--- src/shared/nco_pkg.sv ---
// constants and types for the phase accumulator oscillator
//------------------------------------------------------------
//------------------------------------------------------------
package nco_pkg;
  localparam int ADDR_W = 4;
  localparam int DATA_W = 8;
  localparam int ACC_W = 20;
  localparam int INC_W = 16;
  localparam int EXT_SRC_N = 3;
  localparam int SRC_FAST = 0;
  localparam int SRC_LOGIC = 1;
  localparam int SRC_PIN = 2;
  localparam logic [ADDR_W-1:0] OFF_ACC_LOW = 4'h0;
  localparam logic [ADDR_W-1:0] OFF_ACC_HIGH = 4'h1;
  localparam logic [ADDR_W-1:0] OFF_ACC_UPPER = 4'h2;
  localparam logic [ADDR_W-1:0] OFF_INC_LOW = 4'h3;
  localparam logic [ADDR_W-1:0] OFF_INC_HIGH = 4'h4;
  localparam logic [ADDR_W-1:0] OFF_CONTROL = 4'h5;
  localparam logic [ADDR_W-1:0] OFF_CLOCK_CONTROL = 4'h6;
  localparam logic [ADDR_W-1:0] OFF_IRQ_STATUS = 4'h7;
  localparam logic [ADDR_W-1:0] OFF_IRQ_MASK = 4'h8;
  localparam int CTRL_ENABLE_BIT = 7;
  localparam int CTRL_PIN_EN_BIT = 6;
  localparam int CTRL_LEVEL_BIT = 5;
  localparam int CTRL_POLARITY_BIT = 4;
  localparam int CTRL_MODE_BIT = 0;
  localparam logic [DATA_W-1:0] CTRL_WR_MASK = 8'hd1;
  localparam int CLK_SEL_LSB = 0;
  localparam int CLK_SEL_W = 3;
  localparam int PW_LSB = 5;
  localparam int PW_W = 3;
  localparam int PW_CNT_W = 8;
  localparam logic [DATA_W-1:0] CLK_WR_MASK = 8'he7;
  localparam int IRQ_OVF_BIT = 0;
  localparam logic [DATA_W-1:0] IRQ_WR_MASK = 8'h01;
  localparam logic [CLK_SEL_W-1:0] CKS_FAST_OSC = 3'h0;
  localparam logic [CLK_SEL_W-1:0] CKS_SYS = 3'h1;
  localparam logic [CLK_SEL_W-1:0] CKS_LOGIC_CELL = 3'h2;
  localparam logic [CLK_SEL_W-1:0] CKS_EXT_PIN = 3'h3;
  localparam logic [DATA_W-1:0] BYTE_RESET = 8'h00;
  typedef enum logic [1:0] {XFER_IDLE, XFER_ARMED, XFER_ONE_EDGE} xfer_state_type;
endpackage

--- src/shared/shaper_if.sv ---
// signals between the oscillator core and its output shaper
interface shaper_if;
  logic carry_pulse;
  logic clock_edge;
  logic enable;
  logic pulse_mode;
  logic polarity;
  logic [nco_pkg::PW_W-1:0] width_sel;
  logic shaped;
  modport ctrl (output carry_pulse, clock_edge, enable, pulse_mode, polarity, width_sel, input shaped);
  modport shaper (input carry_pulse, clock_edge, enable, pulse_mode, polarity, width_sel, output shaped);
endinterface

--- src/rtl/input_clock_sync.sv ---
// input clock source synchroniser, selector and rising edge detector
module input_clock_sync (
  input wire logic clk_sys_in,
  input wire logic resetn_in,
  input wire logic [nco_pkg::EXT_SRC_N-1:0] raw_clocks_in,
  input wire logic [nco_pkg::CLK_SEL_W-1:0] select_in,
  output logic edge_out
);
  import nco_pkg::*;

  logic [EXT_SRC_N-1:0] meta_r;
  logic [EXT_SRC_N-1:0] sync_r;
  logic sel_level;
  logic prev_r;

  always_ff @(posedge clk_sys_in) begin
    if (!resetn_in) begin
      meta_r <= '0;
      sync_r <= '0;
    end else begin
      meta_r <= raw_clocks_in;
      sync_r <= meta_r;
    end
  end

  always_comb begin
    case (select_in)
      CKS_FAST_OSC: sel_level = sync_r[SRC_FAST];
      CKS_LOGIC_CELL: sel_level = sync_r[SRC_LOGIC];
      CKS_EXT_PIN: sel_level = sync_r[SRC_PIN];
      default: sel_level = 1'b0;
    endcase
  end

  always_ff @(posedge clk_sys_in) begin
    if (!resetn_in) prev_r <= 1'b0;
    else prev_r <= sel_level;
  end

  // system clock source steps on every cycle
  assign edge_out = (select_in == CKS_SYS) ? 1'b1 : (sel_level & ~prev_r);
endmodule // input_clock_sync

--- src/rtl/output_shaper.sv ---
// output shaper: toggle or stretched pulse, then polarity
module output_shaper (
  input wire logic clk_sys_in,
  input wire logic resetn_in,
  shaper_if.shaper sh
);
  import nco_pkg::*;

  logic toggle_r;
  logic pulse_r;
  logic [PW_CNT_W-1:0] pulse_cnt_r;
  logic shaped_r;

  function automatic logic [PW_CNT_W-1:0] pulse_len(input logic [PW_W-1:0] sel);
    pulse_len = PW_CNT_W'(1) << sel;
  endfunction

  always_ff @(posedge clk_sys_in) begin
    if (!resetn_in || !sh.enable) toggle_r <= 1'b0;
    else if (sh.carry_pulse) toggle_r <= ~toggle_r;
  end

  // pulse lasts 2**width_sel input clock periods
  always_ff @(posedge clk_sys_in) begin
    if (!resetn_in || !sh.enable) begin
      pulse_r <= 1'b0;
      pulse_cnt_r <= '0;
    end else if (sh.carry_pulse) begin
      pulse_r <= 1'b1;
      pulse_cnt_r <= pulse_len(sh.width_sel);
    end else if (pulse_r && sh.clock_edge) begin
      pulse_cnt_r <= pulse_cnt_r - PW_CNT_W'(1);
      if (pulse_cnt_r == PW_CNT_W'(1)) pulse_r <= 1'b0;
    end
  end

  always_ff @(posedge clk_sys_in) begin
    if (!resetn_in) shaped_r <= 1'b0;
    else shaped_r <= (sh.pulse_mode ? pulse_r : toggle_r) ^ sh.polarity;
  end

  assign sh.shaped = shaped_r;
endmodule // output_shaper

--- src/rtl/nco_top.sv ---
// numerically controlled oscillator with register port and interrupt
module nco_top #(
  parameter int ACC_W = nco_pkg::ACC_W,
  parameter int INC_W = nco_pkg::INC_W
) (
  input wire logic clk_sys_in,
  input wire logic resetn_in,
  input wire logic [nco_pkg::ADDR_W-1:0] addr_in,
  input wire logic [nco_pkg::DATA_W-1:0] wdata_in,
  input wire logic wr_in,
  input wire logic rd_in,
  output logic [nco_pkg::DATA_W-1:0] rdata_out,
  input wire logic fast_internal_osc_in,
  input wire logic logic_cell_one_output_in,
  input wire logic external_clock_pin_in,
  output logic accum_carry_out,
  output logic periph_out,
  output logic pin_out,
  output logic pin_oe_out,
  output logic overflow_irq_out
);
  import nco_pkg::*;

  //------------------------------------------------------------
  // declarations
  //------------------------------------------------------------
  logic [DATA_W-1:0] ctrl_r;
  logic [DATA_W-1:0] clk_ctl_r;
  logic [DATA_W-1:0] inc_low_r;
  logic [DATA_W-1:0] inc_high_r;
  logic [DATA_W-1:0] inc_low_nxt;
  logic [DATA_W-1:0] inc_high_nxt;
  logic [INC_W-1:0] inc_buf_r;
  logic [ACC_W-1:0] acc_r;
  logic [ACC_W-1:0] acc_nxt;
  logic [ACC_W:0] sum_w;
  logic carry_r;
  logic [DATA_W-1:0] irq_stat_r;
  logic [DATA_W-1:0] irq_mask_r;
  logic [DATA_W-1:0] rdata_r;
  logic [DATA_W-1:0] rdata_nxt;
  xfer_state_type xfer_state_r;
  xfer_state_type xfer_nxt;
  logic load_now;
  logic clk_edge;
  logic enabled;
  logic add_now;
  logic overflow_evt;
  logic wr_inc_low;
  logic wr_inc_high;
  logic shaped_level;

  shaper_if sh_bus ();

  //------------------------------------------------------------
  // address decode
  //------------------------------------------------------------
  function automatic logic hit(input logic [ADDR_W-1:0] addr, input logic [ADDR_W-1:0] off);
    hit = (addr == off);
  endfunction

  assign enabled = ctrl_r[CTRL_ENABLE_BIT];
  assign wr_inc_low = wr_in && hit(addr_in, OFF_INC_LOW);
  assign wr_inc_high = wr_in && hit(addr_in, OFF_INC_HIGH);

  //------------------------------------------------------------
  // input clock selection
  //------------------------------------------------------------
  input_clock_sync u_clock_sync (
    .clk_sys_in(clk_sys_in),
    .resetn_in(resetn_in),
    .raw_clocks_in({external_clock_pin_in, logic_cell_one_output_in, fast_internal_osc_in}),
    .select_in(clk_ctl_r[CLK_SEL_LSB +: CLK_SEL_W]),
    .edge_out(clk_edge)
  );

  //------------------------------------------------------------
  // control registers
  //------------------------------------------------------------
  always_ff @(posedge clk_sys_in) begin
    if (!resetn_in) begin
      ctrl_r <= BYTE_RESET;
    end else if (wr_in && hit(addr_in, OFF_CONTROL)) begin
      ctrl_r <= wdata_in & CTRL_WR_MASK;
    end
  end

  always_ff @(posedge clk_sys_in) begin
    if (!resetn_in) begin
      clk_ctl_r <= BYTE_RESET;
    end else if (wr_in && hit(addr_in, OFF_CLOCK_CONTROL)) begin
      clk_ctl_r <= wdata_in & CLK_WR_MASK;
    end
  end

  //------------------------------------------------------------
  // increment registers
  //------------------------------------------------------------
  always_comb begin
    inc_low_nxt = inc_low_r;
    inc_high_nxt = inc_high_r;
    if (wr_inc_low) inc_low_nxt = wdata_in;
    if (wr_inc_high) inc_high_nxt = wdata_in;
  end

  always_ff @(posedge clk_sys_in) begin
    if (!resetn_in) begin
      inc_low_r <= BYTE_RESET;
      inc_high_r <= BYTE_RESET;
    end else begin
      inc_low_r <= inc_low_nxt;
      inc_high_r <= inc_high_nxt;
    end
  end

  //------------------------------------------------------------
  // increment transfer sequencer
  //------------------------------------------------------------
  always_comb begin
    xfer_nxt = xfer_state_r;
    load_now = 1'b0;
    case (xfer_state_r)
      XFER_IDLE: begin
        xfer_nxt = XFER_IDLE;
      end
      XFER_ARMED: begin
        if (clk_edge) xfer_nxt = XFER_ONE_EDGE;
      end
      XFER_ONE_EDGE: begin
        if (clk_edge) begin
          xfer_nxt = XFER_IDLE;
          load_now = 1'b1;
        end
      end
      default: begin
        xfer_nxt = XFER_IDLE;
      end
    endcase
    if (!enabled) begin
      xfer_nxt = XFER_IDLE;
      load_now = 1'b0;
    end else if (wr_inc_low) begin
      xfer_nxt = XFER_ARMED;
    end
  end

  always_ff @(posedge clk_sys_in) begin
    if (!resetn_in) xfer_state_r <= XFER_IDLE;
    else xfer_state_r <= xfer_nxt;
  end

  // hidden buffer, never on the read port
  always_ff @(posedge clk_sys_in) begin
    if (!resetn_in) begin
      inc_buf_r <= '0;
    end else if (!enabled && (wr_inc_low || wr_inc_high)) begin
      inc_buf_r <= INC_W'({inc_high_nxt, inc_low_nxt});
    end else if (load_now) begin
      inc_buf_r <= INC_W'({inc_high_r, inc_low_r});
    end
  end

  //------------------------------------------------------------
  // accumulator and adder
  //------------------------------------------------------------
  assign add_now = enabled && clk_edge;
  assign sum_w = {1'b0, acc_r} + (ACC_W + 1)'(inc_buf_r);
  assign overflow_evt = add_now && sum_w[ACC_W];

  always_comb begin
    acc_nxt = acc_r;
    if (add_now) acc_nxt = sum_w[ACC_W-1:0];
    if (wr_in && hit(addr_in, OFF_ACC_LOW)) acc_nxt[DATA_W-1:0] = wdata_in;
    if (wr_in && hit(addr_in, OFF_ACC_HIGH)) acc_nxt[2*DATA_W-1:DATA_W] = wdata_in;
    if (wr_in && hit(addr_in, OFF_ACC_UPPER)) acc_nxt[ACC_W-1:2*DATA_W] = wdata_in[ACC_W-2*DATA_W-1:0];
  end

  always_ff @(posedge clk_sys_in) begin
    if (!resetn_in) acc_r <= '0;
    else acc_r <= acc_nxt;
  end

  always_ff @(posedge clk_sys_in) begin
    if (!resetn_in) carry_r <= 1'b0;
    else carry_r <= overflow_evt;
  end

  //------------------------------------------------------------
  // interrupt status and mask
  //------------------------------------------------------------
  always_ff @(posedge clk_sys_in) begin
    if (!resetn_in) begin
      irq_stat_r <= BYTE_RESET;
    end else begin
      if (wr_in && hit(addr_in, OFF_IRQ_STATUS)) begin
        irq_stat_r <= irq_stat_r & ~(wdata_in & IRQ_WR_MASK);
      end
      if (overflow_evt) irq_stat_r[IRQ_OVF_BIT] <= 1'b1;
    end
  end

  always_ff @(posedge clk_sys_in) begin
    if (!resetn_in) irq_mask_r <= BYTE_RESET;
    else if (wr_in && hit(addr_in, OFF_IRQ_MASK)) irq_mask_r <= wdata_in & IRQ_WR_MASK;
  end

  assign overflow_irq_out = |(irq_stat_r & irq_mask_r);

  //------------------------------------------------------------
  // output shaping
  //------------------------------------------------------------
  assign sh_bus.carry_pulse = overflow_evt;
  assign sh_bus.clock_edge = clk_edge;
  assign sh_bus.enable = enabled;
  assign sh_bus.pulse_mode = ctrl_r[CTRL_MODE_BIT];
  assign sh_bus.polarity = ctrl_r[CTRL_POLARITY_BIT];
  assign sh_bus.width_sel = clk_ctl_r[PW_LSB +: PW_W];
  assign shaped_level = sh_bus.shaped;

  output_shaper u_shaper (
    .clk_sys_in(clk_sys_in),
    .resetn_in(resetn_in),
    .sh(sh_bus)
  );

  assign accum_carry_out = carry_r;
  assign periph_out = shaped_level;
  assign pin_out = shaped_level;
  assign pin_oe_out = ctrl_r[CTRL_PIN_EN_BIT];

  //------------------------------------------------------------
  // read port
  //------------------------------------------------------------
  always_comb begin
    rdata_nxt = BYTE_RESET;
    if (rd_in) begin
      case (addr_in)
        OFF_ACC_LOW: rdata_nxt = acc_r[DATA_W-1:0];
        OFF_ACC_HIGH: rdata_nxt = acc_r[2*DATA_W-1:DATA_W];
        OFF_ACC_UPPER: rdata_nxt = DATA_W'(acc_r[ACC_W-1:2*DATA_W]);
        OFF_INC_LOW: rdata_nxt = inc_low_r;
        OFF_INC_HIGH: rdata_nxt = inc_high_r;
        OFF_CONTROL: begin
          rdata_nxt = ctrl_r;
          rdata_nxt[CTRL_LEVEL_BIT] = shaped_level;
        end
        OFF_CLOCK_CONTROL: rdata_nxt = clk_ctl_r;
        OFF_IRQ_STATUS: rdata_nxt = irq_stat_r;
        OFF_IRQ_MASK: rdata_nxt = irq_mask_r;
        default: rdata_nxt = BYTE_RESET;
      endcase
    end
  end

  always_ff @(posedge clk_sys_in) begin
    if (!resetn_in) rdata_r <= BYTE_RESET;
    else rdata_r <= rdata_nxt;
  end

  assign rdata_out = rdata_r;
endmodule // nco_top

--- config.mk ---
export PLATFORM = sky130hd
export DESIGN_NAME = nco_top
export DESIGN_NICKNAME = d
export VERILOG_FILES = /design/src/shared/nco_pkg.sv /design/src/shared/shaper_if.sv /design/src/rtl/input_clock_sync.sv /design/src/rtl/output_shaper.sv /design/src/rtl/nco_top.sv
export SDC_FILE = /design/constraint.sdc
export NUM_CORES = 1
export LEC_CHECK = 0
export BUFFER_PORTS_ARGS = -buffer_cell sky130_fd_sc_hd__buf_4
export CAP_MARGIN = 10
export CORE_MARGIN = 5
export CORE_UTILIZATION = 52
export CTS_BUF_LIST = sky130_fd_sc_hd__clkbuf_16
export DETAILED_ROUTE_END_ITERATION = 10
export PLACE_DENSITY = 0.77
export SLEW_MARGIN = 20
export SYNTH_ARGS = -nofsm -noshare
export SYNTH_HDL_FRONTEND = slang
export SYNTH_SLANG_ARGS = --single-unit
--- constraint.sdc ---
create_clock -name clk_sys_in -period 2.5 [get_ports clk_sys_in]
set_input_delay 0.125 -clock clk_sys_in [delete_from_list [all_inputs] [get_ports clk_sys_in]]
set_output_delay 0.125 -clock clk_sys_in [all_outputs]
set_load 0.05 [all_outputs]
==> results of run 1 <==
power by group through the flow:
stage	clock, mW	sequential, mW	combinational (mW)
2_1_floorplan	0	1.55	0.139
3_3_place_gp	0	1.56	0.214
3_5_place_dp	0	1.56	0.218
4_1_cts	1.47	1.53	0.223
5_1_grt	1.53	1.53	0.248
6_report	1.45	1.53	0.233
layout by cell type, fill, tap and decap left out, types with 4 or more instances in the layout:
cell / count
sky130_fd_sc_hd__buf_4: 49
sky130_fd_sc_hd__nand2_1: 58
sky130_fd_sc_hd__a221oi_1: 4
sky130_fd_sc_hd__mux2i_1: 32
sky130_fd_sc_hd__nand3b_1: 5
sky130_fd_sc_hd__nand2b_1: 11
sky130_fd_sc_hd__inv_1: 9
sky130_fd_sc_hd__or3_1: 6
sky130_fd_sc_hd__nor2b_1: 5
sky130_fd_sc_hd__o211ai_1: 8
sky130_fd_sc_hd__nand3_1: 19
sky130_fd_sc_hd__xnor2_1: 12
sky130_fd_sc_hd__a221o_1: 17
sky130_fd_sc_hd__ha_1: 14
sky130_fd_sc_hd__nor3_1: 9
sky130_fd_sc_hd__o21ai_0: 18
sky130_fd_sc_hd__and2_1: 10
sky130_fd_sc_hd__nand4b_1: 4
sky130_fd_sc_hd__a211oi_1: 15
sky130_fd_sc_hd__xor2_1: 7
sky130_fd_sc_hd__a21oi_1: 52
sky130_fd_sc_hd__mux2_2: 5
sky130_fd_sc_hd__a31oi_1: 11
sky130_fd_sc_hd__o21a_1: 5
sky130_fd_sc_hd__nor2_1: 60
sky130_fd_sc_hd__a21o_1: 5
sky130_fd_sc_hd__dfxtp_1: 90
sky130_fd_sc_hd__clkbuf_16: 10
sky130_fd_sc_hd__and3_1: 21
worst min-delay path by stage:
stage / end / start / cells after the start / slack [ns]
6_report: rdata_out[0] / addr_in[3] / 2 / 0.06
5_1_grt: rdata_out[0] / addr_in[3] / 2 / 0.05
4_1_cts: rdata_out[0] / addr_in[3] / 2 / 0.05
3_5_place_dp: u_clock_sync.meta_r[0] / fast_internal_osc_in / 2 / 0.34
3_3_place_gp: u_clock_sync.meta_r[2] / external_clock_pin_in / 2 / 0.33
2_1_floorplan: u_clock_sync.meta_r[0] / fast_internal_osc_in / 1 / 0.25
cells by family (layout without fill, tap and decap cells):
| logic type | Yosys count | in the layout |
|---|---|---|
| buffers and inverters | 52 | 79 |
| AND/OR/NAND/NOR | 224 | 224 |
| XOR/XNOR | 19 | 19 |
| flip-flops | 93 | 93 |
| multiplexers | 40 | 40 |
| AO/OA/AOI/OAI | 159 | 159 |
| adder cells (fa/ha/maj) | 19 | 19 |
area by class of cell:
type                    instances  area, sq um  area share (%)
clock inverters                 6         88.8            1.49
repair buffers                 54          443            7.43
multi-input cells             461         3130            52.6
inverters                      10         37.5           0.630
well taps                     133          166            2.79
flip-flops and latches         93         1870            31.3
clock buffers                   9          225            3.78
state kept, by name, summed over array words and instances, names as in the netlist, 2 cells and up:
register              cells
u_clock_sync.meta_r       3
u_shaper.pulse_cnt_r      8
inc_buf_r                16
inc_high_r                8
inc_low_r                 8
ctrl_r                    4
rdata_out                 8
clk_ctl_r                 6
xfer_state_r              2
acc_r                    20
u_clock_sync.sync_r       3
layer usage:
metal  share of wire [%]  GRT usage, %  up-vias
met1                  41          33.1     2333
li1                    -             -     2253
met4                 4.3          12.1        0
met2                  46          41.4      251
met5                   0             0        -
met3                 8.2          4.97       47
stage by stage:
step | total power, mW | cell area (sq um) | util [%] | instances
after floorplan | 1.69 | 5130 | - | 606
after global placement | 1.77 | 5480 | 56.6 | 744
after detailed placement | 1.78 | 5480 | 56.6 | 744
after CTS | 3.22 | 5820 | 60.1 | 762
after global routing | 3.31 | 5960 | 61.5 | 766
final | 3.21 | 5960 | 61.5 | 766
worst reg2reg max path: cells and delay by family, from the launching register on:
| kind | cells | cell delay (ns) |
|---|---|---|
| buffers and inverters | 1 | 0.19 |
| muxes | 1 | 0.26 |
| AOI/OAI and AO/OA | 5 | 0.99 |
| adders and majority gates | 2 | 0.58 |
| DFF | 1 | 0.34 |
timing repair:
item / CTS / global route
buffers inserted: 0 / 3
setup endpoints to repair: 0 / 21
resized for setup: 0 / 17
endpoints found under the hold margin: 3 / 0
hold buffers: 3 / 0
==> flow_summary.json, run 1 <==
{
  "vertical_die_dimension_microns": 109,
  "firstDrtPassIters": 5,
  "finalWirelength_microns": 15200,
  "combinational_share_of_power_pct": 7.2,
  "syn_to_final_growth_pct": 16.3,
  "synth_cell_type_count": 58,
  "grt_first_pass_wirelength_microns": 23600,
  "setup-violations-final": 0,
  "clock_tree.htree_level_count": 3,
  "cp-startpoint": "acc_r[0]",
  "numPortBuffers": 31,
  "synth_ff_type": "sky130_fd_sc_hd__dfxtp_1",
  "cts_buffers": 9,
  "clock-sinks": 93,
  "internal-power_mw": 2.46,
  "cts.path.max_buffers": 2,
  "number_of_vias_after_detailed_routing": 4884,
  "postLayoutSetupSlackWorst_ns": 0.0588,
  "critical_path_required_ns": 2.76,
  "sequential_share_of_power_pct": 47.6,
  "design.die.area_sq_mm": 0.0119,
  "hpwlAfterDp_microns": 10500,
  "worst-slew-pin-transition_ns": 0.669,
  "min-delay-path-class": "input port to flip-flop",
  "clockPowerShare_pct": 45.2,
  "post_synth_and_or_nand_nor_area_fraction_pct": 21.5,
  "asyncSetResetFlopFracSynth_pct": 0,
  "synthMuxAreaShare_pct": 8.66,
  "cp_slowest_cell": "sky130_fd_sc_hd__fa_2",
  "clock_insertion_delay_worst_skew_ns": 0.34,
  "yosysMostFrequentCell": "sky130_fd_sc_hd__dfxtp_1",
  "power.density_mw_per_mm2": 539,
  "synth_area_sq_mm": 0.00513,
  "worstPathArrival_ns": 2.70,
  "antenna_found_initial": 0,
  "dp_slack_ns": 0.119,
  "finalClockSkew_ns": 0.00957,
  "synthesis.nets": 644,
  "finalCriticalPeriod_ns": 2.44,
  "initial_core_utilization_pct": 52.9,
  "synth_compound_gate_area_share_pct": 21.3,
  "setup_tns_ns": 0,
  "hold_slack_ns": 0.0598,
  "leakage_nw": 2.29,
  "syn-mean-instance-area_sq_um": 8.46,
  "achievable_frequency_mhz": 410,
  "min_period_over_period_pct": 97.6,
  "via_per_inst": 6.38,
  "ys_warn_count": 0,
  "synth_top_family_by_area": "simple AND/OR/NAND/NOR gates",
  "drt_iter0_markers": 486,
  "layout_cells_sized_above_1_pct": 14.8,
  "power_switching_uw": 752,
  "timing.max_slew.rel_slack_pct": 55.4,
  "wl_per_cell_microns": 19.9,
  "synth_largest_type_area_fraction_pct": 36.3,
  "reg2reg_to": "acc_r[14]",
  "finalHoldViolCount": 0,
  "finish.net_count": 667,
  "first_global_vias": 4552,
  "setup.reg_to_reg.worst_slack_ns": 0.06,
  "floorplan.die.width_microns": 109,
  "critical_path_type": "flip-flop to flip-flop",
  "path_buf_inv": 1,
  "grt_util_all_layers_pct": 25.7,
  "worst_r2r_path_depth": 9,
  "worst-path-stages": 9,
  "worst_path_clk_slew_ns": 0.07,
  "max-vdd-ir-drop_v": 0.000329,
  "gr_overflow_total": 0,
  "crit_path_max_fanout": 3,
  "fp-row-count": 36,
  "critPathLaunchType": "flip-flop",
  "clock-root-buffer": "sky130_fd_sc_hd__clkbuf_16",
  "post-synth-top-area-cell": "sky130_fd_sc_hd__dfxtp_1",
  "post_synth_fa_ha_maj_area_fraction_pct": 4.78,
  "worst_setup_path_end_kind": "flip-flop",
  "synth_area_leaders": "sky130_fd_sc_hd__dfxtp_1, sky130_fd_sc_hd__mux2i_1, sky130_fd_sc_hd__a21oi_1, sky130_fd_sc_hd__ha_1, sky130_fd_sc_hd__nor2_1",
  "run_status": "complete, no violations",
  "synth_enable_flop_cells": 0,
  "drc_errors": 0,
  "detail-route-antenna-nets": 0,
  "synth_common_cells": "sky130_fd_sc_hd__dfxtp_1, sky130_fd_sc_hd__nor2_1, sky130_fd_sc_hd__nand2_1, sky130_fd_sc_hd__a21oi_1, sky130_fd_sc_hd__mux2i_1",
  "grt_max_degree": 38,
  "worst_setup_path_endpoint": "acc_r[14]",
  "critical_path.cell_chain": "ha_4 -> fa_2 -> a211oi_2 -> o211ai_1 -> buf_4 -> a211o_1 -> a21o_1 -> mux2_2 -> a31oi_1",
  "filler_cell_count": 802,
  "clock_tree_from_tritoncts": "done",
  "synthCells": 606,
  "unrepaired_setup_endpoints_after_global_routing": "true",
  "floorplan.core_area_sq_mm": 0.00968,
  "critical_path.reg2reg.startpoint": "acc_r[0]",
  "synth-seq-area-share_pct": 36.3,
  "maxCapViolations": 0,
  "design.portCount": 32,
  "timing_max_transition_violations_final": 0,
  "category_of_cells_accounting_for_the_largest_share_of_critical_path_delay": "compound AO/OA/AOI/OAI gates",
  "swShare_pct": 23.4,
  "cp_slowest_stage_delay_ns": 0.41,
  "number_of_register_bits_inferred_by_synthesis": 93,
  "finalWeightedCongestion": 0.920,
  "antennaDiodeCount": 0,
  "post_synthesis_xor_xnor_area_fraction_pct": 3.25
}
No activity file was read; power rests on OpenSTA's default activity.
==> run 2, diff against run 1 <==
--- a/config.mk
+++ b/config.mk
@@ -11,7 +11,7 @@
 export CORE_UTILIZATION = 52
 export CTS_BUF_LIST = sky130_fd_sc_hd__clkbuf_16
 export DETAILED_ROUTE_END_ITERATION = 10
-export PLACE_DENSITY = 0.77
+export PLACE_DENSITY = 0.71
 export SLEW_MARGIN = 20
 export SYNTH_ARGS = -nofsm -noshare
 export SYNTH_HDL_FRONTEND = slang
==> flow_summary.json, run 2 (same netlist as run 1, synthesis figures left out) <==
{
  "power.density_mw_per_mm2": 536,
  "grt_first_pass_wirelength_microns": 23900,
  "finalWirelength_microns": 15200,
  "worst-slew-pin-transition_ns": 0.797,
  "fin_cells": 767,
  "min-delay-path-class": "input port to flip-flop",
  "clock-root-buffer": "sky130_fd_sc_hd__clkbuf_16",
  "finalCriticalPeriod_ns": 2.41,
  "critPathLaunchType": "flip-flop",
  "worst_setup_path_end_kind": "flip-flop",
  "clock_insertion_delay_worst_skew_ns": 0.35,
  "antennaDiodeCount": 0,
  "commonest_non_fill_non_tap_cell_in_the_layout": "sky130_fd_sc_hd__dfxtp_1",
  "maxCapViolations": 0,
  "worstPathArrival_ns": 2.64,
  "gr_overflow_total": 0,
  "grt_util_all_layers_pct": 25.9,
  "cts_buffers": 9,
  "setup_tns_ns": 0,
  "setup.reg_to_reg.worst_slack_ns": 0.09,
  "max-vdd-ir-drop_v": 0.000269,
  "run_status": "complete, no violations",
  "clock_tree.htree_level_count": 3,
  "design.die.area_sq_mm": 0.0119,
  "worst_path_clk_slew_ns": 0.07,
  "layout.core_utilization_pct": 61.3,
  "setup-violations-final": 0,
  "clock_tree_from_tritoncts": "done",
  "crit_path_max_fanout": 9,
  "finalClockSkew_ns": 0.00852,
  "finalHoldViolCount": 0,
  "design.portCount": 32,
  "vertical_die_dimension_microns": 109,
  "clock-sinks": 93,
  "floorplan.core_area_sq_mm": 0.00968,
  "number_of_vias_after_detailed_routing": 4784,
  "floorplan.die.width_microns": 109,
  "timing_max_transition_violations_final": 0,
  "largest_register_ff_count": 20,
  "achievable_frequency_mhz": 415,
  "leakage_nw": 2.28,
  "fp-row-count": 36,
  "initial_core_utilization_pct": 52.9,
  "firstDrtPassIters": 6,
  "via_per_inst": 6.24,
  "layout_cells_sized_above_1_pct": 15.0,
  "wl_per_cell_microns": 19.8,
  "timing.max_slew.rel_slack_pct": 46.9,
  "layout.cells.most_common_list": "sky130_fd_sc_hd__dfxtp_1, sky130_fd_sc_hd__nor2_1, sky130_fd_sc_hd__nand2_1",
  "numPortBuffers": 31,
  "first_global_vias": 4529,
  "finish.net_count": 667,
  "numPlacedInstances": 746,
  "syn_to_final_growth_pct": 15.8,
  "antenna_found_initial": 0,
  "hpwlAfterDp_microns": 10500,
  "cts.path.max_buffers": 2,
  "detail-route-antenna-nets": 0,
  "critical_path_type": "flip-flop to flip-flop",
  "drc_errors": 0,
  "max_flop_register": "acc_r",
  "finalWeightedCongestion": 0.896,
  "layout_top_registers": "acc_r (20), inc_buf_r (16)",
  "min_period_over_period_pct": 96.5,
  "critical_path_required_ns": 2.72,
  "grt_max_degree": 45,
  "drt_iter0_markers": 517,
  "total_power_mw": 3.18
}
## run 2: cell types whose count changed in the layout (fill, tap and decap cells not counted), sizes merged
cell,delta
clkinv,-2
inv,+4
bufinv,-1
## run 2: worst paths after layout
path / from / endpoint / depth (start not counted)
max: inc_buf_r[0] / u_shaper.pulse_cnt_r[4] / 10
min: addr_in[3] / rdata_out[0] / 2
max reg2reg: inc_buf_r[0] / u_shaper.pulse_cnt_r[4] / 10
min reg2reg: u_clock_sync.meta_r[1] / u_clock_sync.sync_r[1] / 1
## run 2: report_power, final
group	leakage [nW]	switching, mW	internal, mW	total, mW
logic	1.38	0.146	0.0846	0.230
clock network	0.146	0.636	0.790	1.43
registers	0.753	0.0230	1.50	1.53
total	2.28	0.804	2.38	3.18
## run 2: what timing repair did
item	CTS	global route
setup buffers	0	1
hold buffers	3	0
setup endpoints to repair	0	13
resized for setup	0	16
endpoints found under the hold margin	3	0
## run 2: metrics by stage
stage	instance area [sq um]	hold slack, ns	setup WS [ns]
after floorplan	5130	0.252	0.166
after global placement	5490	0.334	0.115
after detailed placement	5490	0.337	0.0481
after CTS	5830	0.0450	0.0405
after global routing	5940	0.0580	-0.0187
final	5940	0.0519	0.0882
## run 2: final cells by class
class                      instances  area [sq um]
clock buffer                       9           225
clock inverter                     7          78.8
fill                             814          3750
inverter                          10          37.5
multi-input combinational        461          3120
sequential                        93          1870
tap                              133           166
timing repair buffer              54           443
## run 2: per-layer routing
| layer | GRT usage [%] | routed length (microns) | vias to the layer above |
|---|---|---|---|
| met5 | 0 | 0 | - |
| met4 | 9.44 | 454 | 0 |
| met3 | 4.62 | 1190 | 48 |
| met2 | 42.2 | 7120 | 232 |
| met1 | 34.3 | 6390 | 2257 |
| li1 | - | - | 2247 |
## run 2: worst max-delay path: stages, from the launching register on
cell,delay [ns]
sky130_fd_sc_hd__dfxtp_2,0.36
sky130_fd_sc_hd__ha_4,0.16
sky130_fd_sc_hd__fa_2,0.24
sky130_fd_sc_hd__a211oi_2,0.08
sky130_fd_sc_hd__o211ai_1,0.38
sky130_fd_sc_hd__nand2_2,0.17
sky130_fd_sc_hd__a2111oi_4,0.35
sky130_fd_sc_hd__buf_4,0.19
sky130_fd_sc_hd__buf_12,0.13
sky130_fd_sc_hd__mux2i_1,0.18
sky130_fd_sc_hd__nor2_1,0.05
==> run 3, diff against run 2 <==
--- a/config.mk
+++ b/config.mk
@@ -10,8 +10,9 @@
 export CORE_MARGIN = 5
 export CORE_UTILIZATION = 52
 export CTS_BUF_LIST = sky130_fd_sc_hd__clkbuf_16
+export CTS_CLUSTER_DIAMETER = 150
 export DETAILED_ROUTE_END_ITERATION = 10
-export PLACE_DENSITY = 0.71
+export PLACE_DENSITY = 0.74
 export SLEW_MARGIN = 20
 export SYNTH_ARGS = -nofsm -noshare
 export SYNTH_HDL_FRONTEND = slang
==> constraint.sdc (replaced) <==
create_clock -name clk_sys_in -period 2.18 [get_ports clk_sys_in]
set_input_delay 0.109 -clock clk_sys_in [delete_from_list [all_inputs] [get_ports clk_sys_in]]
set_output_delay 0.109 -clock clk_sys_in [all_outputs]
set_load 0.05 [all_outputs]
==> flow_summary.json, run 3 (same netlist as run 1, synthesis figures left out) <==
{
  "failed_checks": "setup timing",
  "fp-row-count": 36,
  "clock_tree_from_tritoncts": "done",
  "initial_core_utilization_pct": 52.9,
  "finish.net_count": 728,
  "worst_setup_path_end_kind": "flip-flop",
  "via_per_inst": 6.32,
  "fin_cells": 828,
  "clock_insertion_delay_worst_skew_ns": 0.35,
  "leakage_nw": 2.67,
  "numPortBuffers": 31,
  "filler_cell_count": 704,
  "number_of_vias_after_detailed_routing": 5229,
  "finalClockSkew_ns": 0.0140,
  "timing_max_transition_violations_final": 0,
  "antenna_found_initial": 0,
  "unrepaired_setup_endpoints_after_global_routing": "true",
  "max-vdd-ir-drop_v": 0.000352,
  "finalHoldViolCount": 0,
  "dp_slack_ns": -0.188,
  "firstDrtPassIters": 5,
  "design.portCount": 32,
  "timing.max_slew.rel_slack_pct": 56.1,
  "numPlacedInstances": 797,
  "max_flop_register": "acc_r",
  "layout_top_registers": "acc_r (20), inc_buf_r (16)",
  "wl_per_cell_microns": 21.0,
  "clock-sinks": 93,
  "min-delay-path-class": "input port to flip-flop",
  "cts.path.max_buffers": 2,
  "min_period_over_period_pct": 110,
  "combined_area_of_the_multi_input_logic_cells_sq_mm": 0.00342,
  "finalCriticalPeriod_ns": 2.39,
  "setup-violations-final": 15,
  "power.density_mw_per_mm2": 549,
  "seqCellArea_sq_mm": 0.00188,
  "worst-slew-pin-transition_ns": 0.659,
  "drc_errors": 0,
  "layout.cells.most_common_list": "sky130_fd_sc_hd__buf_4, sky130_fd_sc_hd__dfxtp_1, sky130_fd_sc_hd__nand2_1",
  "clock-root-buffer": "sky130_fd_sc_hd__clkbuf_16",
  "antennaDiodeCount": 0,
  "largest_register_ff_count": 20,
  "first_global_vias": 5149,
  "floorplan.core_area_sq_mm": 0.00968,
  "commonest_non_fill_non_tap_cell_in_the_layout": "sky130_fd_sc_hd__buf_4",
  "crit_path_max_fanout": 2,
  "cts_buffers": 9,
  "min-delay-start": "addr_in[3]",
  "finalWirelength_microns": 17400,
  "clock_tree.htree_level_count": 3,
  "floorplan.die.width_microns": 109,
  "critical_path_required_ns": 2.46,
  "grt_max_degree": 45,
  "syn_to_final_growth_pct": 31.8,
  "critical_path_type": "flip-flop to flip-flop",
  "vertical_die_dimension_microns": 109,
  "layout.core_utilization_pct": 69.8,
  "postLayoutSetupSlackWorst_ns": -0.209,
  "finalWeightedCongestion": 0.963,
  "critical_path.reg2reg.startpoint": "inc_buf_r[0]",
  "gr_overflow_total": 0,
  "critPathLaunchType": "flip-flop",
  "grt_first_pass_wirelength_microns": 25800,
  "maxCapViolations": 0,
  "hpwlAfterDp_microns": 11200,
  "run_status": "complete, but fails checks",
  "worst_path_clk_slew_ns": 0.07,
  "detail-route-antenna-nets": 0,
  "worstPathArrival_ns": 2.67,
  "achievable_frequency_mhz": 419,
  "layout_cells_sized_above_1_pct": 27.9,
  "grt_util_all_layers_pct": 27.8,
  "setup_tns_ns": -1.70,
  "drt_iter0_markers": 605,
  "cp-startpoint": "inc_buf_r[0]",
  "design.die.area_sq_mm": 0.0119,
  "setup.reg_to_reg.worst_slack_ns": -0.21
}
==> run 3: changes by cell type in the layout (fill, tap and decap cells not counted), moves of 3 or more <==
cell	before	now
sky130_fd_sc_hd__nor2_1	60	56
sky130_fd_sc_hd__a21oi_1	53	47
sky130_fd_sc_hd__a21oi_2	0	5
sky130_fd_sc_hd__nor2_4	0	3
sky130_fd_sc_hd__buf_4	49	101
sky130_fd_sc_hd__dfxtp_2	3	8
sky130_fd_sc_hd__buf_6	0	8
sky130_fd_sc_hd__ha_4	3	12
sky130_fd_sc_hd__dfxtp_1	90	83
sky130_fd_sc_hd__nand3_1	19	16
sky130_fd_sc_hd__ha_1	13	6
==> run 3: worst max-delay path, stage by stage (launching register included) <==
cell and delay (ns):
sky130_fd_sc_hd__dfxtp_2 0.34, sky130_fd_sc_hd__ha_4 0.17, sky130_fd_sc_hd__fa_2 0.37, sky130_fd_sc_hd__a211oi_2 0.22, sky130_fd_sc_hd__o211ai_1 0.19, sky130_fd_sc_hd__buf_4 0.20, sky130_fd_sc_hd__a211o_1 0.25, sky130_fd_sc_hd__a21o_1 0.19
sky130_fd_sc_hd__mux2_2 0.27, sky130_fd_sc_hd__a31oi_1 0.13
==> run 3: per-layer routing <==
layer	track usage, %	vias up	share of wire [%]
li1	-	2373	-
met1	34.2	2485	38
met2	46.9	288	48
met3	5.21	83	8.8
met4	13.4	0	5.5
met5	0	-	0
==> run 3: final cells by class <==
type	instances	share of cell area [%]
Timing Repair Buffer	115	14.0
Clock buffer	9	3.33
Sequential cell	93	27.8
Tap cell	133	2.46
Multi-Input combinational cell	461	50.6
Clock inverter	7	1.17
Inverter	10	0.556
==> run 3: path summary, 6_finish.rpt <==
kind                             to  cells past startpoint
max                       acc_r[14]                      9
min                    rdata_out[0]                      2
max reg2reg               acc_r[14]                      9
min reg2reg  u_clock_sync.sync_r[0]                      1
==> run 3: where the power goes <==
part / internal, mW / switching, mW
clock network: 0.907 / 0.747
logic: 0.121 / 0.185
registers: 1.72 / 0.0277
total: 2.75 / 0.959
==> run 3: per-stage QoR <==
stage | cell area, sq um | total power, mW | hold WS, ns
floorplan | 5150 | 1.94 | 0.236
global placement | 5900 | 2.05 | 0.319
detailed placement | 5900 | 2.06 | 0.321
CTS | 6310 | 3.68 | 0.0248
global route | 6760 | 3.79 | 0.0459
finish | 6760 | 3.71 | 0.0242
==> run 3: repair_timing <==
action | 4_1_cts | 5_1_grt
hold endpoints to repair | 3 | 0
hold buffers | 3 | 0
setup buffers | 3 | 8
resized for setup | 8 | 64
gates cloned | 0 | 2
endpoints found under the setup margin | 18 | 25
pin swaps | 2 | 32
